==> config.mk <==
export PLATFORM = sky130hd
export DESIGN_NAME = srs_supervisor
export DESIGN_NICKNAME = d
export VERILOG_FILES = /design/src/shared/srs_pkg.sv /design/src/logic/srs_supervisor.sv
export SDC_FILE = /design/constraint.sdc
export NUM_CORES = 1
export LEC_CHECK = 0
export BUFFER_PORTS_ARGS = -buffer_cell sky130_fd_sc_hd__buf_2
export CAP_MARGIN = 10
export CORE_AREA = 4 4 178 146
export CTS_BUF_LIST = sky130_fd_sc_hd__clkbuf_8
export CTS_CLUSTER_SIZE = 28
export DETAILED_ROUTE_END_ITERATION = 8
export DIE_AREA = 0 0 182 150
export SLEW_MARGIN = 0
export SYNTH_ARGS = -nofsm -noshare
export SYNTH_HDL_FRONTEND = slang
export SYNTH_SLANG_ARGS = --single-unit
==> constraint.sdc <==
create_clock -name i_clk -period 3.2 [get_ports i_clk]
set_clock_uncertainty 0.05 [all_clocks]
set_input_delay 0 -clock i_clk [delete_from_list [all_inputs] [get_ports i_clk]]
set_output_delay 0 -clock i_clk [all_outputs]
set_load 0.03 [all_outputs]
==> src/shared/srs_pkg.sv <==
// constants and types of the six-input reset supervisor
package srs_pkg;
  localparam int unsigned NUM_INPUTS      = 6;
  localparam int unsigned CLK_HZ          = 100_000_000;
  localparam int unsigned CLK_PERIOD_NS   = 10;
  localparam int unsigned RELEASE_MS      = 200;
  // release delay in clock cycles, rounded down (shortest time)
  localparam int unsigned RELEASE_CYCLES  = (RELEASE_MS * (CLK_HZ / 1000));
  localparam int unsigned FILT_WIDTH      = 8;
  localparam int unsigned FILT_DEPTH      = 64;
  localparam int unsigned FILT_RESET_VAL  = 0;
  localparam int unsigned TIMER_WIDTH     = 32;
  localparam logic [TIMER_WIDTH-1:0] TIMER_RESET_VAL = 32'h0000_0000;

  // undervoltage flags, one bit per monitored input, 1 = below threshold
  typedef struct packed {
    logic adjustable_in_2;
    logic adjustable_in_1;
    logic monitored_in_4;
    logic monitored_in_3;
    logic monitored_in_2;
    logic monitored_in_1;
  } srs_uv_t;

  typedef enum logic [1:0] {
    SRS_HOLD,
    SRS_COUNT,
    SRS_RELEASED
  } srs_state_t;
endpackage : srs_pkg

==> src/logic/srs_supervisor.sv <==
// six-input reset supervisor: glitch filters, release timer, open-drain reset
// Functional notes
// RL1 - reset is driven low whenever any filtered input reports undervoltage.
// RL2 - reset stays low for the release delay after all inputs are good, releasing only if all are still good.
// RL3 - the release timer starts only once every input is good at the same time.
// RL4 - any input going bad while counting clears the timer, and a fresh full count starts when all are good again.
// RL5 - the delay applies only to release; a failing input asserts reset after the filter alone.
// RL6 - each undervoltage flag passes an integrating filter so only long enough transients act.
// RL7 - reset is asserted from reset onward and held until release conditions are met.
// RL8 - the pin is only ever driven low; when released it is left to the pull-up.
// RL9 - unused inputs are held good by the system so they never request reset.
// RL10 - the timer is a synchronous counter with a parameter terminal count, cleared on power-on reset.
`timescale 1ns/100ps
`default_nettype none
module srs_supervisor
  import srs_pkg::*;
#(
  parameter int unsigned RELEASE_COUNT = RELEASE_CYCLES,
  parameter int unsigned FILT_MAX      = FILT_DEPTH
) (
  input  wire logic    i_clk,
  input  wire logic    i_rst_n,
  input  wire srs_uv_t i_uv,
  output logic         o_rst_n_out,
  output logic         o_rst_n_oe_n,
  output logic         o_all_good
);
  localparam logic [FILT_WIDTH-1:0]  F_MAX  = FILT_WIDTH'(FILT_MAX);
  localparam logic [FILT_WIDTH-1:0]  F_ONE  = FILT_WIDTH'(1);
  localparam logic [TIMER_WIDTH-1:0] T_END  = TIMER_WIDTH'(RELEASE_COUNT - 1);

  logic [NUM_INPUTS-1:0] uv_raw;
  logic [FILT_WIDTH-1:0] filt_r   [NUM_INPUTS];
  logic [FILT_WIDTH-1:0] filt_nxt [NUM_INPUTS];
  logic [NUM_INPUTS-1:0] uv_r;
  logic [NUM_INPUTS-1:0] uv_nxt;
  srs_state_t            state_r;
  srs_state_t            state_nxt;
  logic [TIMER_WIDTH-1:0] timer_r;
  logic [TIMER_WIDTH-1:0] timer_nxt;
  logic                  oe_n_r;
  logic                  oe_n_nxt;
  logic                  any_uv;

  assign uv_raw = i_uv;

  // integrating filters with hysteresis on the integrator level
  always_comb begin
    for (int k = 0; k < NUM_INPUTS; k++) begin
      filt_nxt[k] = filt_r[k];
      uv_nxt[k]   = uv_r[k];
      if (uv_raw[k] && filt_r[k] != F_MAX) begin // [RL6]
        filt_nxt[k] = filt_r[k] + 1'b1;
      end else if (!uv_raw[k] && filt_r[k] != '0) begin // [RL6]
        filt_nxt[k] = filt_r[k] - 1'b1;
      end
      if (filt_nxt[k] == F_MAX) begin
        uv_nxt[k] = 1'b1;
      end else if (filt_nxt[k] == '0) begin
        uv_nxt[k] = 1'b0;
      end
    end
  end

  // filters start at full scale so inputs count as bad until proven good
  always_ff @(posedge i_clk or negedge i_rst_n) begin
    if (!i_rst_n) begin
      for (int k = 0; k < NUM_INPUTS; k++) begin
        filt_r[k] <= F_MAX;
      end
      uv_r <= '1;
    end else begin
      filt_r <= filt_nxt;
      uv_r   <= uv_nxt;
    end
  end

  assign any_uv = |uv_r;

  // release timer and output state
  always_comb begin
    state_nxt = state_r;
    timer_nxt = timer_r;
    oe_n_nxt  = oe_n_r;
    if (any_uv) begin
      state_nxt = SRS_HOLD; // [RL1] [RL4] [RL5]
      timer_nxt = TIMER_RESET_VAL; // [RL4]
      oe_n_nxt  = 1'b0; // [RL1]
    end else begin
      unique case (state_r)
        SRS_HOLD: begin
          state_nxt = SRS_COUNT; // [RL3]
          timer_nxt = TIMER_RESET_VAL;
        end
        SRS_COUNT: begin
          if (timer_r >= T_END) begin
            state_nxt = SRS_RELEASED; // [RL2]
            oe_n_nxt  = 1'b1; // [RL8]
          end else begin
            timer_nxt = timer_r + 1'b1; // [RL10]
          end
        end
        SRS_RELEASED: begin
          oe_n_nxt = 1'b1;
        end
      endcase
    end
  end

  always_ff @(posedge i_clk or negedge i_rst_n) begin
    if (!i_rst_n) begin
      state_r <= SRS_HOLD; // [RL7]
      timer_r <= TIMER_RESET_VAL; // [RL10]
      oe_n_r  <= 1'b0; // [RL7]
    end else begin
      state_r <= state_nxt;
      timer_r <= timer_nxt;
      oe_n_r  <= oe_n_nxt;
    end
  end

  assign o_rst_n_oe_n = oe_n_r;
  assign o_all_good   = oe_n_r;
  // output data is always low; the pin is only ever pulled down
  always_ff @(posedge i_clk or negedge i_rst_n) begin
    if (!i_rst_n) begin
      o_rst_n_out <= 1'b0;
    end else begin
      o_rst_n_out <= 1'b0; // [RL8]
    end
  end

  // per-input integrator checks, one set for every monitored input
  for (genvar g = 0; g < NUM_INPUTS; g++) begin : g_filt_chk

  end : g_filt_chk
endmodule : srs_supervisor
`default_nettype wire

==> results.py <==
metrics = {
    "clocking": {
        "htreeDepth": 3,
        "cts_buffers": 9,
        "cts_tree": "done",
        "clk_path_buf_depth": 2,
        "root_buffer": "clkbuf_8",
        "path_clk_slew_ns": 0.10,
        "clk_latency_ns": 0.36,
        "cts.sinks": 89,
    },
    "floorplan": {
        "die_y_um": 150,
        "io_pins": 11,
        "die_w_um": 182,
        "coreArea_um2": 24100,
        "std_cell_rows": 51,
        "start_util": 0.248,
        "dieArea_um2": 27300,
    },
    "timing": {
        "hold_violations": 0,
        "final-setup-viol-count": 0,
        "max_freq_mhz": 363,
        "period_needed_ns": 2.76,
        "final_max_slew_viol_count": 0,
        "rsz0062_at_grt": "no",
        "tightest_slew_ns": 0.844,
        "final.setup.tns_ns": 0,
        "post-route-period-util": 0.861,
        "maxSlewHeadroom": 0.435,
        "setup_ws_ns": 0.445,
        "timing.hold.ws_ns": 0.0429,
    },
    "hold_path": {
        "hold_depth": 3,
        "hp-class": "primary input to flip-flop",
        "min-delay-start": "i_uv[3]",
        "hold_end": "filt_r[17]",
    },
    "setup_path": {
        "rr_worst_depth": 8,
        "cp_data_required_time_ns": 3.45,
        "end_kind": "flip-flop",
        "crit_fanout": 9,
        "reg2reg_from": "filt_r[40]",
        "crit_path_max_incr_delay_ns": 0.50,
        "crit_chain": "inv_1, ha_1, or4b_1, a211oi_1, o32ai_1, a2111oi_0, nand4bb_1, mux2_1",
        "worstSetupPathType": "flip-flop to flip-flop",
        "cp_slowest_cell": "or4b_1",
        "rrSetupSlack_ns": 0.44,
        "startpoint_type": "flip-flop",
        "r2r_end": "uv_r[0]",
        "worstPathArrival_ns": 3.00,
    },
    "run_status": {
        "status": "completed",
    },
    "routing": {
        "drt_pass1_iterations": 7,
        "drt_iter0_markers": 410,
        "wl_um": 12800,
        "final_antenna_net_count": 0,
        "post_drt_wl_per_cell_um": 13.0,
        "vias_per_cell": 5.09,
        "vias": 5018,
        "drc": 0,
    },
    "power_and_ir_drop": {
        "ir_worst_vdd_mv": 0.301,
        "finalPower_mw": 4.88,
        "powerDensity_nw_per_um2": 746,
        "power_leakage_nw": 2.59,
    },
    "cells_and_area": {
        "seq_area_um2": 2240,
        "fill_cells": 2537,
        "mostFrequentLayoutCell": "dfrtp_1",
        "final_nets": 689,
        "mostFrequentLayoutCells": "dfrtp_1, nor2_1, nand2_1, o21ai_0, a21oi_1",
        "post_route_cells_drive_above_1_share": 0.115,
        "syn_to_final_growth_pct": 9.91,
        "insertedDiodeCount": 0,
        "final_area_um2": 6550,
        "multi_input_area_um2": 3440,
    },
    "grt": {
        "grt_pass1_wl_um": 22100,
        "grt_overflow": 0,
        "grt_pass1_vias": 4624,
        "gr-usage-all-layers": 0.0949,
        "grt_antenna_before_repair": 0,
        "grt_max_degree": 43,
    },
    "placement": {
        "placed_area_um2": 6280,
        "dpl.hpwl_um": 9110,
        "port_buffers": 9,
        "gp_congestion": 0.808,
        "pre_cts_slack_ns": 0.466,
    },
    "logic_synthesis": {
        "syn_inst": 672,
        "syn_nets": 699,
        "synth-main-ff-cell": "dfrtp_1",
        "ys_ff_latch": 89,
        "synth.distinct_cells": 80,
        "ys_seq_area_frac": 0.376,
        "postSynth.asyncResetShare": 1.00,
        "syn_area_per_cell_um2": 8.86,
        "synth-edff-count": 0,
        "synth_area_um2": 5960,
        "yosysWarnings": 0,
    },
    "job": {
        "max_cap_violations": 0,
    },
}
==> cells in the mapped netlist, types with 5 or more instances <==
library cell	n	share of area
dfrtp_1	77	0.32
nor2_1	51	0.032
nand2_1	50	0.032
a21oi_1	34	0.029
o21ai_0	34	0.029
clkbuf_1	30	0.019
nor3_1	29	0.024
inv_1	26	0.016
nand3_1	24	0.020
a31oi_1	21	0.022
ha_1	19	0.040
and3_1	18	0.019
xnor2_1	17	0.025
xor2_1	16	0.024
nand4_1	15	0.016
dfstp_2	12	0.053
nor4_1	11	0.012
o211ai_1	11	0.014
a211oi_1	10	0.013
or3_1	10	0.011
or4_1	9	0.011
and2_1	7	0.0074
and4_1	7	0.010
nand2b_1	7	0.0074
o31a_1	6	0.0088
o31ai_1	6	0.0076
mux2_2	5	0.0095
mux2i_1	5	0.0084
o32ai_1	5	0.0074
==> worst max-delay path: cells and delay by family (launching register included) <==
family / cells / cell delay (ns)
compound gates: 3 / 0.74
simple gates: 2 / 0.66
flops: 1 / 0.49
mux: 1 / 0.34
fa+ha+maj: 1 / 0.21
buf+inv: 1 / 0.19
==> state kept, by name (all words and copies together), names as in the netlist <==
register	cells
uv_r	6
state_r	2
filt_r	48
o_all_good	1
timer_r	32
==> how the worst max path moves through the flow <==
stage               startpoint  endpoint  cells after the start  slack, ns
floorplan            filt_r[8]   uv_r[4]                      8       0.63
global placement     filt_r[8]   uv_r[4]                      8       0.51
detailed placement   filt_r[8]   uv_r[4]                      8       0.47
CTS                  filt_r[8]   uv_r[4]                      8       0.44
global route        filt_r[40]   uv_r[0]                      8       0.23
finish              filt_r[40]   uv_r[0]                      8       0.44
==> stage by stage <==
step / instances / util
2_1_floorplan: 672 / -
3_3_place_gp: 966 / 0.261
3_5_place_dp: 966 / 0.261
4_1_cts: 985 / 0.272
5_1_grt: 985 / 0.272
6_report: 985 / 0.272
==> layer usage <==
layer | part of all wire | routed length (µm) | GRT usage | vias to the layer above
li1 | - | - | - | 2496
met1 | 0.51 | 6560 | 0.136 | 2402
met2 | 0.44 | 5570 | 0.145 | 109
met3 | 0.041 | 527 | 0.0207 | 11
met4 | 0.0096 | 123 | 0.0240 | 0
met5 | 0 | 0 | 0 | -
==> cells by family after synthesis <==
group / after synthesis / synth area share
compound gates: 168 / 0.191
simple gates: 281 / 0.271
flops: 89 / 0.376
buf+inv: 67 / 0.0468
other cells: 1 / 0.000630
mux: 14 / 0.0254
xor+xnor: 33 / 0.0485
fa+ha+maj: 19 / 0.0399
==> cell type report <==
type	count	share of cell area
clock buffers	11	0.0231
clock inverters	5	0.0130
inverters	26	0.0149
multi-input cells	516	0.525
flip-flops and latches	89	0.342
well taps	318	0.0608
repair buffers	20	0.0210
==> power breakdown <==
part / switching [mW] / leakage, nW / total [mW] / internal [mW]
registers: 0.606 / 1.12 / 2.10 / 1.49
clock network: 0.422 / 0.117 / 0.910 / 0.489
logic: 1.02 / 1.36 / 1.88 / 0.854
total: 2.05 / 2.59 / 4.88 / 2.83
==> repair_timing <==
action | CTS | global route
setup buffers | 0 | 0
hold endpoints to repair | 42 | 0
hold buffers | 3 | 0
gates resized for setup | 0 | 0
Power figures use the tool's default switching activity.
